$ cat src/common/ssr_consts.vh
// Shared constants of the status reporting block: bit positions, reset values, selector codes.
// Functional notes
// - Condition bits mirror live state; reading them never clears anything.
// - Questionable event bit latches when a condition rises from 0 to 1 (standard event bits latch on level); repeats while set are ignored.
// - Event register clears on its event query and on clear-status, keeping only events that arrive in that same cycle.
// - Enable register is read/write and selects events feeding the group summary.
// - Clear-status clears all event bits, leaves every enable register alone.
// - Preset command clears every bit of the questionable enable register; standard event enable is left alone.
// - Message-available bit set while output data waits, cleared after all read.
// - Clearing a group event register clears only its summary bit.
// - Bit 2 error queue, bit 3 questionable, bit 5 standard event; 0,1,7 zero.
// - Bit 6 master summary set when any service-enabled status bit is set.
// - Clear-status clears the status summary byte condition bits.
// - Writing zero to the service-request enable mask clears it.
// - At power-on, service mask cleared only if power-on-clear flag is 1.
// - Service request line asserted when bit 6 rises from 0 to 1.
// - Serial poll clears poll bit 6 and releases the line, nothing else.
// - Serial poll answered at once by bus logic, independent of command flow.
// - Status byte query returns summary byte with master summary in bit 6, runs in order, never clears request.
// - Queries return and writes accept the binary-weighted sum of bits.
// - Questionable group summarises enabled events; its mask written by its command.
// - Operation-complete sets standard event bit 0, feeding status bit 5.
// - Questionable enable cleared at power-on always, by preset, by writing 0.
`ifndef SSR_CONSTS_VH
`define SSR_CONSTS_VH

`define SSR_QUES_W      16
`define SSR_STD_W       8
`define SSR_BYTE_W      8

`define SSR_STB_ERR     2
`define SSR_STB_QUES    3
`define SSR_STB_MAV     4
`define SSR_STB_ESB     5
`define SSR_STB_MSS     6
`define SSR_STD_OPC     0

`define SSR_SRE_RST     8'h00
`define SSR_ESE_RST     8'h00
`define SSR_QEN_RST     16'h0000
`define SSR_STB_RST     8'h00

`define SSR_QRY_QCOND   3'h0
`define SSR_QRY_QEVEN   3'h1
`define SSR_QRY_QENAB   3'h2
`define SSR_QRY_ESR     3'h3
`define SSR_QRY_ESE     3'h4
`define SSR_QRY_SRE     3'h5
`define SSR_QRY_STB     3'h6

`define SSR_WR_QENAB    2'h0
`define SSR_WR_ESE      2'h1
`define SSR_WR_SRE      2'h2

`endif

$ cat src/ssr_evt_group.v
// Condition, event and enable registers of one status group with its summary output.
`timescale 1ns/10ps
module ssr_evt_group #(
	parameter W    = 16,
	parameter EDGE = 1,
	parameter [W-1:0] EN_RST = {W{1'b0}}
) (
	input  wire         clk,
	input  wire         rst_b,
	input  wire [W-1:0] set_in,
	input  wire         evt_clr,
	input  wire         en_clr,
	input  wire         en_wr,
	input  wire [W-1:0] en_data,
	output wire [W-1:0] cond_o,
	output reg  [W-1:0] evt_r,
	output reg  [W-1:0] en_r,
	output wire         summary
);
	reg  [W-1:0] prev_r;
	wire [W-1:0] hit;
	wire [W-1:0] evt_nxt;

	// Conditions pass straight through; nothing here latches them.
	assign cond_o  = set_in;
	assign hit     = (EDGE != 0) ? (set_in & ~prev_r) : set_in;
	// An event arriving with the clear is kept, so no occurrence is lost.
	assign evt_nxt = (evt_clr ? {W{1'b0}} : evt_r) | hit;
	assign summary = |(evt_r & en_r);

	always @(posedge clk)
	begin
		if (!rst_b)
		begin
			prev_r <= {W{1'b0}};
			evt_r  <= {W{1'b0}};
			en_r   <= EN_RST;
		end
		else
		begin
			prev_r <= set_in;
			evt_r  <= evt_nxt;
			if (en_wr)
				en_r <= en_data;
			else if (en_clr)
				en_r <= {W{1'b0}};
		end
	end
endmodule // ssr_evt_group

$ cat src/ssr_srq_ctrl.v
// Request-service latch and open-drain service request pin drive.
`timescale 1ns/10ps
module ssr_srq_ctrl (
	input  wire clk,
	input  wire rst_b,
	input  wire mss,
	input  wire poll,
	output reg  rqs_r,
	output wire srq_out,
	output reg  srq_oe_b_r
);
	reg  mss_prev_r;
	wire rqs_nxt;

	// A new rising summary during a poll wins, so the request is not dropped.
	assign rqs_nxt = (mss & ~mss_prev_r) | (rqs_r & ~poll);
	assign srq_out = 1'b0;

	always @(posedge clk)
	begin
		if (!rst_b)
		begin
			mss_prev_r <= 1'b0;
			rqs_r      <= 1'b0;
			srq_oe_b_r <= 1'b1;
		end
		else
		begin
			mss_prev_r <= mss;
			rqs_r      <= rqs_nxt;
			srq_oe_b_r <= ~rqs_nxt;
		end
	end
endmodule // ssr_srq_ctrl

$ cat src/ssr_status.v
// Top of the status reporting block: status byte, service mask, queries and serial poll.
`timescale 1ns/10ps
`include "ssr_consts.vh"
module ssr_status (
	input  wire                     clk,
	input  wire                     rst_b,
	input  wire                     psc_flag,
	input  wire [`SSR_BYTE_W-1:0]   nv_sre,
	input  wire [`SSR_QUES_W-1:0]   ques_cond,
	input  wire [`SSR_STD_W-1:0]    std_evt_set,
	input  wire                     opc_done,
	input  wire                     err_queue_nonempty,
	input  wire                     obuf_nonempty,
	input  wire                     cmd_cls,
	input  wire                     cmd_pres,
	input  wire                     wr_req,
	input  wire [1:0]               wr_sel,
	input  wire [`SSR_QUES_W-1:0]   wr_data,
	input  wire                     qry_req,
	input  wire [2:0]               qry_sel,
	input  wire                     spoll_req,
	output reg                      rsp_valid_r,
	output reg  [`SSR_QUES_W-1:0]   rsp_data_r,
	output reg                      spoll_valid_r,
	output reg  [`SSR_BYTE_W-1:0]   spoll_data_r,
	output wire [`SSR_BYTE_W-1:0]   status_summary_byte,
	output wire [`SSR_BYTE_W-1:0]   sre_value,
	output wire                     srq_out,
	output wire                     srq_oe_b
);
	reg  [`SSR_BYTE_W-1:0]  stb_r;
	reg  [`SSR_BYTE_W-1:0]  stb_nxt;
	reg  [`SSR_BYTE_W-1:0]  sre_r;
	reg                     por_done_r;
	reg  [`SSR_QUES_W-1:0]  rsp_nxt;
	reg                     rsp_ok;

	wire                    wr_qen;
	wire                    wr_ese;
	wire                    wr_sre;
	wire                    rd_qeven;
	wire                    rd_esr;
	wire                    ques_clr;
	wire                    std_clr;
	wire [`SSR_QUES_W-1:0]  q_cond;
	wire [`SSR_QUES_W-1:0]  q_evt;
	wire [`SSR_QUES_W-1:0]  q_en;
	wire                    q_sum;
	wire [`SSR_STD_W-1:0]   s_set;
	wire [`SSR_STD_W-1:0]   s_evt;
	wire [`SSR_STD_W-1:0]   s_en;
	wire                    s_sum;
	wire                    mav;
	wire                    mss;
	wire                    rqs;
	wire [`SSR_BYTE_W-1:0]  stb_view;
	wire [`SSR_BYTE_W-1:0]  poll_view;

	// Widens a byte to the response width so every query shares one data path.
	function [`SSR_QUES_W-1:0] ssr_widen;
		input [`SSR_BYTE_W-1:0] b;
		begin
			ssr_widen = {{(`SSR_QUES_W-`SSR_BYTE_W){1'b0}}, b};
		end
	endfunction

	// Places bit 6 into a status byte whose other bits come from the summary register.
	function [`SSR_BYTE_W-1:0] ssr_with_b6;
		input [`SSR_BYTE_W-1:0] b;
		input                   b6;
		begin
			ssr_with_b6 = b;
			ssr_with_b6[`SSR_STB_MSS] = b6;
		end
	endfunction

	assign wr_qen   = wr_req && (wr_sel == `SSR_WR_QENAB);
	assign wr_ese   = wr_req && (wr_sel == `SSR_WR_ESE);
	assign wr_sre   = wr_req && (wr_sel == `SSR_WR_SRE);
	assign rd_qeven = qry_req && (qry_sel == `SSR_QRY_QEVEN);
	assign rd_esr   = qry_req && (qry_sel == `SSR_QRY_ESR);

	// An event query hands out the old value and empties the register at the same edge.
	assign ques_clr = cmd_cls | rd_qeven;
	assign std_clr  = cmd_cls | rd_esr;

	// Operation complete is a pulse, so this group latches levels without edge detection.
	assign s_set = std_evt_set | {{(`SSR_STD_W-1){1'b0}}, opc_done};

	ssr_evt_group #(
		.W      (`SSR_QUES_W),
		.EDGE   (1),
		.EN_RST (`SSR_QEN_RST)
	) u_ques (
		.clk     (clk),
		.rst_b   (rst_b),
		.set_in  (ques_cond),
		.evt_clr (ques_clr),
		.en_clr  (cmd_pres),
		.en_wr   (wr_qen),
		.en_data (wr_data),
		.cond_o  (q_cond),
		.evt_r   (q_evt),
		.en_r    (q_en),
		.summary (q_sum)
	);

	ssr_evt_group #(
		.W      (`SSR_STD_W),
		.EDGE   (0),
		.EN_RST (`SSR_ESE_RST)
	) u_std (
		.clk     (clk),
		.rst_b   (rst_b),
		.set_in  (s_set),
		.evt_clr (std_clr),
		.en_clr  (1'b0),
		.en_wr   (wr_ese),
		.en_data (wr_data[`SSR_STD_W-1:0]),
		.cond_o  (),
		.evt_r   (s_evt),
		.en_r    (s_en),
		.summary (s_sum)
	);

	// A response still sitting in our own register counts as waiting output.
	assign mav = obuf_nonempty | rsp_valid_r;

	always @*
	begin
		stb_nxt = `SSR_STB_RST;
		stb_nxt[`SSR_STB_ERR]  = err_queue_nonempty;
		stb_nxt[`SSR_STB_QUES] = q_sum & ~ques_clr;
		stb_nxt[`SSR_STB_MAV]  = mav;
		stb_nxt[`SSR_STB_ESB]  = s_sum & ~std_clr;
		if (cmd_cls)
			stb_nxt = `SSR_STB_RST;
	end

	always @(posedge clk)
	begin
		if (!rst_b)
			stb_r <= `SSR_STB_RST;
		else
			stb_r <= stb_nxt;
	end

	// Bit 6 of the mask is ignored because the summary cannot enable itself.
	assign mss = |(stb_r & sre_r & ~(8'h01 << `SSR_STB_MSS));

	assign stb_view            = ssr_with_b6(stb_r, mss);
	assign poll_view           = ssr_with_b6(stb_r, rqs);
	assign status_summary_byte = stb_view;
	assign sre_value           = sre_r;

	// Reset leaves a known mask; the first cycle after release decides whether to restore it.
	always @(posedge clk)
	begin
		if (!rst_b)
		begin
			sre_r      <= `SSR_SRE_RST;
			por_done_r <= 1'b0;
		end
		else if (!por_done_r)
		begin
			por_done_r <= 1'b1;
			if (psc_flag)
				sre_r <= `SSR_SRE_RST;
			else
				sre_r <= nv_sre;
		end
		else if (wr_sre)
			sre_r <= wr_data[`SSR_BYTE_W-1:0];
	end

	always @*
	begin
		rsp_nxt = {`SSR_QUES_W{1'b0}};
		rsp_ok  = 1'b1;
		case (qry_sel)
			`SSR_QRY_QCOND: rsp_nxt = q_cond;
			`SSR_QRY_QEVEN: rsp_nxt = q_evt;
			`SSR_QRY_QENAB: rsp_nxt = q_en;
			`SSR_QRY_ESR:   rsp_nxt = ssr_widen(s_evt);
			`SSR_QRY_ESE:   rsp_nxt = ssr_widen(s_en);
			`SSR_QRY_SRE:   rsp_nxt = ssr_widen(sre_r);
			`SSR_QRY_STB:   rsp_nxt = ssr_widen(stb_view);
			default:        rsp_ok  = 1'b0;
		endcase
	end

	// Queries come in command order on this port, so the status byte query
	// naturally follows every earlier command and leaves the request latch alone.
	always @(posedge clk)
	begin
		if (!rst_b)
		begin
			rsp_valid_r <= 1'b0;
			rsp_data_r  <= {`SSR_QUES_W{1'b0}};
		end
		else
		begin
			rsp_valid_r <= qry_req & rsp_ok;
			if (qry_req)
				rsp_data_r <= rsp_nxt;
		end
	end

	// The poll path bypasses the command port entirely, so it may trail recent commands.
	always @(posedge clk)
	begin
		if (!rst_b)
		begin
			spoll_valid_r <= 1'b0;
			spoll_data_r  <= `SSR_STB_RST;
		end
		else
		begin
			spoll_valid_r <= spoll_req;
			if (spoll_req)
				spoll_data_r <= poll_view;
		end
	end

	ssr_srq_ctrl u_srq (
		.clk        (clk),
		.rst_b      (rst_b),
		.mss        (mss),
		.poll       (spoll_req),
		.rqs_r      (rqs),
		.srq_out    (srq_out),
		.srq_oe_b_r (srq_oe_b)
	);
endmodule // ssr_status

$ cat config.mk
export PLATFORM = sky130hd
export DESIGN_NAME = ssr_status
export DESIGN_NICKNAME = d
export VERILOG_FILES = /design/src/ssr_evt_group.v /design/src/ssr_srq_ctrl.v /design/src/ssr_status.v
export VERILOG_INCLUDE_DIRS = /design/src /design/src/common
export SDC_FILE = /design/constraint.sdc
export NUM_CORES = 1
export LEC_CHECK = 0
export ABC_AREA = 1
export CAP_MARGIN = 5
export CELL_PAD_IN_SITES_DETAIL_PLACEMENT = 0
export CELL_PAD_IN_SITES_GLOBAL_PLACEMENT = 1
export CORE_MARGIN = 5
export CORE_UTILIZATION = 40
export CTS_CLUSTER_SIZE = 10
export DETAILED_ROUTE_END_ITERATION = 10
export DONT_BUFFER_PORTS = 1
export PLACE_DENSITY_LB_ADDON = 0.15
export SYNTH_ARGS = -nofsm -noshare
export SYNTH_HDL_FRONTEND = slang
export SYNTH_HIERARCHICAL = 1
export SYNTH_SLANG_ARGS = --single-unit
$ cat constraint.sdc
create_clock -name clk -period 1.2 [get_ports clk]
set_input_delay 0 -clock clk [delete_from_list [all_inputs] [get_ports clk]]
set_output_delay 0 -clock clk [all_outputs]
set_load 0.02 [all_outputs]
==> run summary, run 1 <==
Timing
- post-layout minimum cycle time: 1.146 ns
- final period utilization: 95.53%
- final setup fails: 0
- clock tree skew after final layout: 0.003619 ns
- endpoints failing hold: 1
- max frequency: 0.8723 GHz
- post-route worst hold slack: -0.0001856 ns
- Post-Route Setup TNS: 0 ns
- Final Max Slew Viols: 0
- RSZ-0062 raised after global routing: no

Routing
- average routed wire per standard cell: 15.85 µm
- average via count per standard cell: 4.829
- post-detailed-route DRC marker count: 0
- wire length reported by the detailed router: 14390 µm
- via count: 4385
- Detailed Route Iter0 Violations: 374
- first drt pass iteration count: 5
- final antenna-violating net count: 0

GRT
- global-route wire length before repair: 22840 µm
- number of antenna violations at the first check in global routing: 0
- total global routing track utilization: 20.61%
- largest net degree at the start of global routing: 22
- number of global-route vias before repair: 4268
- GRT Residual Overflow: 0

Critical path
- critical path fanouts, max: 4
- register-to-register setup slack: 0.09 ns
- Worst path slowest cell: dfxtp_4
- worst-path cell chain: nand2_1, nand2_1, nor2_2, inv_2, buf_6
- arrival time of data at the critical path endpoint: 1.15 ns
- reg2reg start: sre_value[2]$_SDFFE_PN0P_
- CP Capture Type: output pin
- worst r2r path cells: 9
- Largest stage delay, worst path: 0.36 ns
- kind of start point of the critical path: flip-flop
- critical path required time: 1.20 ns
- capturing point of the worst reg2reg path: rsp_data_r[6]$_SDFFE_PN0P_
- crit-path most repeated cell: nand2_1
- path type of the worst setup path: flip-flop to output pin

Layout
- Nets: 824
- growth of design area from synthesis to finish: 30.96%
- share of final-layout standard cells stronger than drive strength 1: 12.29%
- final-layout fill cell count: 1143
- total inserted antenna cells: 0
- post-route cell area: 6155 µm²

Clock tree
- CTS sink count: 103
- clock root cell: clkbuf_16
- CTS Buf Count: 9
- clock transition at the registers of the reported paths: 0.07 ns
- clock network latency to the later pin of the worst-skew pair: 0.35 ns
- CTS Buffer Depth: 2
- number of H-tree levels: 3
- clock tree from TritonCTS: built

Synth
- post-synth design cell area: 4700 µm²
- number of standard cells after synthesis: 665
- Synth Area per Inst: 7.067 µm²
- count of yosys warnings during synthesis: 6

Floorplan
- die height: 118.4 µm
- standard cell core area: 11470 µm²
- die footprint: 14020 µm²
- number of top-level pins: 108
- number of placement rows: 39
- effective utilization at floorplan: 40.98%
- horizontal extent of the die: 118.4 µm

Pwr
- highest ir drop seen on vdd: 1351 µV
- total power divided by cell area: 1294 nW/µm²
- Static Leakage: 2.856 nW

Outcome
- violations in the final reports: hold timing
- result of the run: complete, but fails checks

Placed design
- gpl congestion: 0.8876
- HPWL Detailed: 9883 µm
- placed standard-cell area: 4858 µm²
- # port buffers: 0

Worst hold path
- hold-critical path endpoint: u_ques/en_r[6]$_SDFFE_PN0P_
- class of the most critical hold timing path: primary input to flip-flop
- hold path start: wr_sel[1]
- hold-critical path depth: 4

Flow run
- max-cap violations: 0

-- worst max-delay path, delay by kind of cell, from the launching register on --
kind          cells  cell delay, ns
buf+inv           2            0.19
flops             1            0.36
simple gates      3            0.25
-- metal layers --
metal	part of all wire (%)	wire [µm]	GRT usage, %
met3	7.0	1007	6.017
met2	44	6347	31.54
met4	1.0	148	4.890
met1	48	6890	28.82
met5	0	0	0
-- placed cells by master (no fill, tap or decap), types with 2 or more instances in the layout --
| cell type | instances |
|---|---|
| nand2_1 | 223 |
| nor2_4 | 3 |
| o22ai_2 | 10 |
| o22ai_1 | 6 |
| nand2_2 | 3 |
| a21oi_1 | 36 |
| clkbuf_1 | 2 |
| dfxtp_1 | 97 |
| o21ai_1 | 8 |
| nand3_1 | 30 |
| clkbuf_8 | 2 |
| inv_4 | 3 |
| dlygate4sd3_1 | 87 |
| conb_1 | 8 |
| nor2_1 | 52 |
| buf_12 | 5 |
| nand3_2 | 2 |
| buf_4 | 33 |
| o21ai_0 | 25 |
| nand4_1 | 16 |
| clkbuf_16 | 9 |
| dfxtp_2 | 5 |
| bufinv_16 | 2 |
| inv_1 | 77 |
| inv_2 | 5 |
| nand2_4 | 2 |
-- power by group --
group,switching [W],internal [W],total [W]
combinational,0.000536,0.000467,0.00100
sequential,0.000162,0.00359,0.00375
clock,0.00127,0.00194,0.00321
-- timing repair --
| action | in CTS | in global routing |
|---|---|---|
| buffers inserted | 0 | 6 |
| hold endpoints to repair | 96 | 0 |
| pin swaps | 0 | 1 |
| setup endpoints to repair | 1 | 11 |
| resized for setup | 2 | 12 |
| hold buffers | 90 | 0 |
-- registers in the layout, summed over array words and instances, names as in the netlist --
register / cells
u_srq/srq_oe_b_r: 1
u_srq/mss_prev_r: 1
u_ques/en_r: 16
por_done_r: 1
u_ques/evt_r: 16
u_ques/prev_r: 16
rsp_valid_r: 1
stb_r: 4
u_std/evt_r: 8
sre_value: 8
u_std/en_r: 8
u_srq/rqs_r: 1
spoll_data_r: 5
rsp_data_r: 16
spoll_valid_r: 1
-- stage by stage --
step / setup slack (ns) / total power [W] / cells / util (%) / hold WS (ns)
global route: 0.0008435 / 0.008315 / 908 / 53.67 / 0.005591
finish: 0.05365 / 0.007965 / 908 / 53.67 / -0.0001856
detailed placement: 0.02234 / 0.004516 / 797 / 42.37 / 0.03317
floorplan: 0.004364 / 0.004368 / 671 / - / 0.02772
CTS: 0.01226 / 0.008002 / 903 / 53.18 / 0.002143
global placement: 0.07696 / 0.004505 / 797 / 42.37 / 0.03283
-- layout make-up --
class / instances / area [µm²] / share of cell area [%]
Timing Repair Buffer: 127 / 1242 / 20.19
Inverter: 86 / 334.1 / 5.428
Multi-Input combinational cell: 433 / 2002 / 32.53
Clock buffer: 13 / 260.3 / 4.229
Sequential cell: 103 / 2072 / 33.67
Clock inverter: 3 / 65.06 / 1.057
Tap cell: 143 / 178.9 / 2.907
-- worst max path at each step --
stage | startpoint | to | slack [ns] | cells past startpoint
floorplan | qry_sel[1] | u_ques/evt_r[0]$_SDFF_PN0_ | 0.004 | 11
finish | sre_value[2]$_SDFFE_PN0P_ | status_summary_byte[6] | 0.05 | 5
detailed placement | qry_sel[2] | u_ques/evt_r[8]$_SDFF_PN0_ | 0.02 | 8
CTS | stb_r[4]$_SDFF_PP0_ | status_summary_byte[6] | 0.01 | 5
global route | sre_value[2]$_SDFFE_PN0P_ | status_summary_byte[6] | 0.0008 | 5
global placement | qry_sel[2] | u_ques/evt_r[8]$_SDFF_PN0_ | 0.08 | 8
Note: power is estimated with default switching activity, not from simulation.
==> inputs of run 2 (changes only) <==
- SYNTH_HIERARCHICAL: 1 -> not set
==> run summary, run 2 <==
Routing
- final antenna-violating net count: 0, unchanged
- via count: 4353, was 4385
- Met3 Wirelength: 1037 µm, was 1007 µm
- first drt pass iteration count: 5, unchanged
- M1 WL: 6628 µm, was 6890 µm
- post-detailed-route DRC marker count: 0, unchanged
- Detailed Route Iter0 Violations: 346, was 374
- wire length reported by the detailed router: 13920 µm, was 14390 µm
- average routed wire per standard cell: 16.08 µm, was 15.85 µm
- average via count per standard cell: 5.027, was 4.829
- uppermost routed layer: met4, unchanged
- wire length on met2: 6129 µm, was 6347 µm

Timing
- Post-Route Setup TNS: 0 ns, unchanged
- Final Max Slew Viols: 0, unchanged
- final period utilization: 97.25%, was 95.53%
- worst max-slew margin expressed relative to the limit: 59.86%
- clock tree skew after final layout: 0.006771 ns, was 0.003619 ns
- final setup fails: 0, unchanged
- max frequency: 0.8569 GHz, was 0.8723 GHz
- post-layout minimum cycle time: 1.167 ns, was 1.146 ns
- endpoints failing hold: 20, was 1
- transition time of the tightest slew-check pin: 0.6015 ns
- post-route worst hold slack: -0.1445 ns, was -0.0001856 ns

Critical path
- capturing point of the worst reg2reg path: u_std.evt_r[3]$_SDFF_PN0_, was rsp_data_r[6]$_SDFFE_PN0P_
- Largest stage delay, worst path: 0.55 ns, was 0.36 ns
- critical path fanouts, max: 3, was 4
- worst r2r path cells: 3, was 9
- Bufs and invs on worst path: 1, was 2
- reg2reg start: u_std.evt_r[3]$_SDFF_PN0_, was sre_value[2]$_SDFFE_PN0P_
- kind of start point of the critical path: flip-flop, unchanged
- CP Capture Type: flip-flop, was output pin
- Worst path slowest cell: dlygate4sd3_1, was dfxtp_4
- kind of cell with the highest combined delay on the critical path: buffers and inverters, was flip-flops
- path type of the worst setup path: flip-flop to flip-flop, was flip-flop to output pin
- arrival time of data at the critical path endpoint: 1.47 ns, was 1.15 ns
- critical path required time: 1.51 ns, was 1.20 ns
- worst-path cell chain: nand3_1, a21oi_1, dlygate4sd3_1, was nand2_1, nand2_1, nor2_2, inv_2, buf_6
- register-to-register setup slack: 0.03 ns, was 0.09 ns

Pwr
- sequential share of power: 54.7%, was 47.1%
- Static Leakage: 2.573 nW, was 2.856 nW
- Power, Total: 0.006826 W, was 0.007965 W
- highest ir drop seen on vdd: 641.7 µV, was 1351 µV
- share of power burned in combinational logic: 14.4%, was 12.6%
- internal power contribution: 0.004984 W, was 0.005998 W
- switching share of power: 26.98%, was 24.70%
- net switching power: 0.001842 W, was 0.001968 W
- total power divided by cell area: 1166 nW/µm², was 1294 nW/µm²
- part of the power in the clock network: 30.9%, was 40.3%

Layout
- final-layout fill cell count: 1131, was 1143
- Layout Utilization: 53.76%, was 53.67%
- leading cell types in the layout, fill and taps excluded: 127 x nand2_1, 98 x inv_1, 94 x dfxtp_1, 87 x dlygate4sd3_1, 45 x nor2_1, was 223 x nand2_1, 97 x dfxtp_1, 87 x dlygate4sd3_1, 77 x inv_1, 52 x nor2_1
- Finished Layout Cells: 866, was 908
- share of final-layout standard cells stronger than drive strength 1: 11.85%, was 12.29%
- Nets: 786, was 824
- total inserted antenna cells: 0, unchanged
- growth of design area from synthesis to finish: 31.00%, was 30.96%
- most common cell after layout, fill and taps aside: nand2_1, unchanged
- post-route cell area: 5853 µm², was 6155 µm²

GRT
- global-route wire length before repair: 21790 µm, was 22840 µm
- GRT Residual Overflow: 0, unchanged
- number of global-route vias before repair: 4131, was 4268
- largest net degree at the start of global routing: 39, was 22
- total global routing track utilization: 20.94%, was 20.61%
- number of antenna violations at the first check in global routing: 0, unchanged

Clock tree
- clock root cell: clkbuf_8, was clkbuf_16
- number of H-tree levels: 3, unchanged
- clock transition at the registers of the reported paths: 0.10 ns, was 0.07 ns
- clock tree from TritonCTS: built, unchanged
- CTS sink count: 103, unchanged
- CTS hold repair buffers: 89, was 90
- CTS Buf Count: 9, unchanged
- clock network latency to the later pin of the worst-skew pair: 0.37 ns, was 0.35 ns
- CTS Buffer Depth: 2, unchanged

Synth
- fraction of registers with async set or reset after synthesis: 0%
- Synth Area per Inst: 7.253 µm², was 7.067 µm²
- top-count cell post-synth: nand2_1
- biggest area consumer among synthesized cells: dfxtp_1
- number of enable-type register cells in the synthesized netlist: 0
- top cells by count, synth: 129 x nand2_1, 103 x dfxtp_1, 101 x inv_1
- Synth top area share: 46.15%
- register bit count reported by yosys: 103
- count of yosys warnings during synthesis: 0, was 6
- post-synth cell types: 28
- top area cells in the synthesized netlist: dfxtp_1 46%, nand2_1 11%, inv_1 8.5%
- post-synth design cell area: 4468 µm², was 4700 µm²
- number of standard cells after synthesis: 616, was 665
- post-synthesis sequential area ratio: 46.15%
- most frequently used flop master after synthesis: dfxtp_1

Placed design
- Placed Instances: 757, was 797
- HPWL Detailed: 9633 µm, was 9883 µm
- gpl congestion: 0.8346, was 0.8876
- # port buffers: 0, unchanged
- placed standard-cell area: 4691 µm², was 4858 µm²

Worst hold path
- hold path start: rst_b, was wr_sel[1]
- hold-critical path endpoint: por_done_r$_DFF_P_, was u_ques/en_r[6]$_SDFFE_PN0P_
- hold-critical path depth: 1, was 4
- class of the most critical hold timing path: primary input to flip-flop, unchanged

Floorplan
- horizontal extent of the die: 115.7 µm, was 118.4 µm
- die footprint: 13380 µm², was 14020 µm²
- number of placement rows: 38, was 39
- effective utilization at floorplan: 41.04%, was 40.98%
- standard cell core area: 10890 µm², was 11470 µm²
- die height: 115.7 µm, was 118.4 µm
- number of top-level pins: 108, unchanged

Flow run
- max-cap violations: 0, unchanged

Outcome
- violations in the final reports: hold timing, unchanged
- result of the run: complete, but fails checks, unchanged

-- run 2: power groups by stage --
stage                     sequential [W]  combinational, W  clock (W)
after CTS                        0.00373          0.000951    0.00217
after floorplan                  0.00381          0.000508          0
after global routing             0.00375           0.00109    0.00231
after detailed placement         0.00381          0.000668          0
after global placement           0.00381          0.000662          0
final                            0.00373          0.000985    0.00211
-- run 2: routing by layer --
metal / vias to the layer above / track usage (%)
met4: 0 / 4.640
met1: 2024 / 30.76
li1: 2169 / -
met2: 150 / 32.14
met5: - / 0
met3: 10 / 3.864
-- run 2: how the worst max path moves through the flow --
stage                           startpoint                        end  slack, ns  cells after the start
6_report         u_std.evt_r[3]$_SDFF_PN0_  u_std.evt_r[3]$_SDFF_PN0_       0.03                      3
5_1_grt                stb_r[4]$_SDFF_PP0_     status_summary_byte[6]      -0.03                      5
4_1_cts                            cmd_cls  u_std.evt_r[4]$_SDFF_PN0_      0.008                      5
3_5_place_dp            por_done_r$_DFF_P_  sre_value[3]$_SDFFE_PN0P_       0.12                      4
3_3_place_gp   u_ques.en_r[8]$_SDFFE_PN0P_        stb_r[3]$_SDFF_PP0_       0.09                      5
2_1_floorplan           por_done_r$_DFF_P_  sre_value[0]$_SDFFE_PN0P_       0.06                      6
-- run 2: repair_timing --
item | in CTS | in global routing
setup buffers | 0 | 4
resized for setup | 4 | 19
setup endpoints to repair | 1 | 13
cloned | 0 | 1
endpoints found under the hold margin | 102 | 21
pin swaps | 0 | 2
-- run 2: layout make-up --
cell class	instances	area, µm²	share of cell area (%)
inverter	106	404.1	6.905
timing repair inverter	1	7.507	0.1283
tap	140	175.2	2.993
sequential	103	2078	35.51
timing repair buffer	123	1175	20.07
clock inverter	4	47.55	0.8123
multi-input combinational	378	1834	31.34
clock buffer	11	131.4	2.245
-- run 2: cells by family (layout without fill, tap and decap cells) --
kind of cell / Yosys count / after routing / share of synthesized area [%]
flip-flops: 103 / 103 / 46.15
AND/OR/NAND/NOR: 253 / 253 / 25.37
buffers and inverters: 141 / 245 / 13.67
other: 1 / 7 / 0.08393
AO/OA/AOI/OAI: 118 / 118 / 14.73
-- run 2: through the flow --
| stage | worst slack, ns | hold slack, ns |
|---|---|---|
| finish | 0.03298 | -0.1445 |
| global route | -0.02727 | -0.1653 |
| CTS | 0.007732 | -0.1607 |
| detailed placement | 0.1152 | 0.03412 |
| global placement | 0.09008 | 0.03433 |
| floorplan | 0.06496 | 0.02772 |
-- run 2: worst reg2reg max path, delay by kind of cell, from the launching register on --
family	cells	cell delay, ns
buffers and inverters	1	0.55
DFF	1	0.35
AOI/OAI and AO/OA	1	0.13
and+or+nand+nor	1	0.08
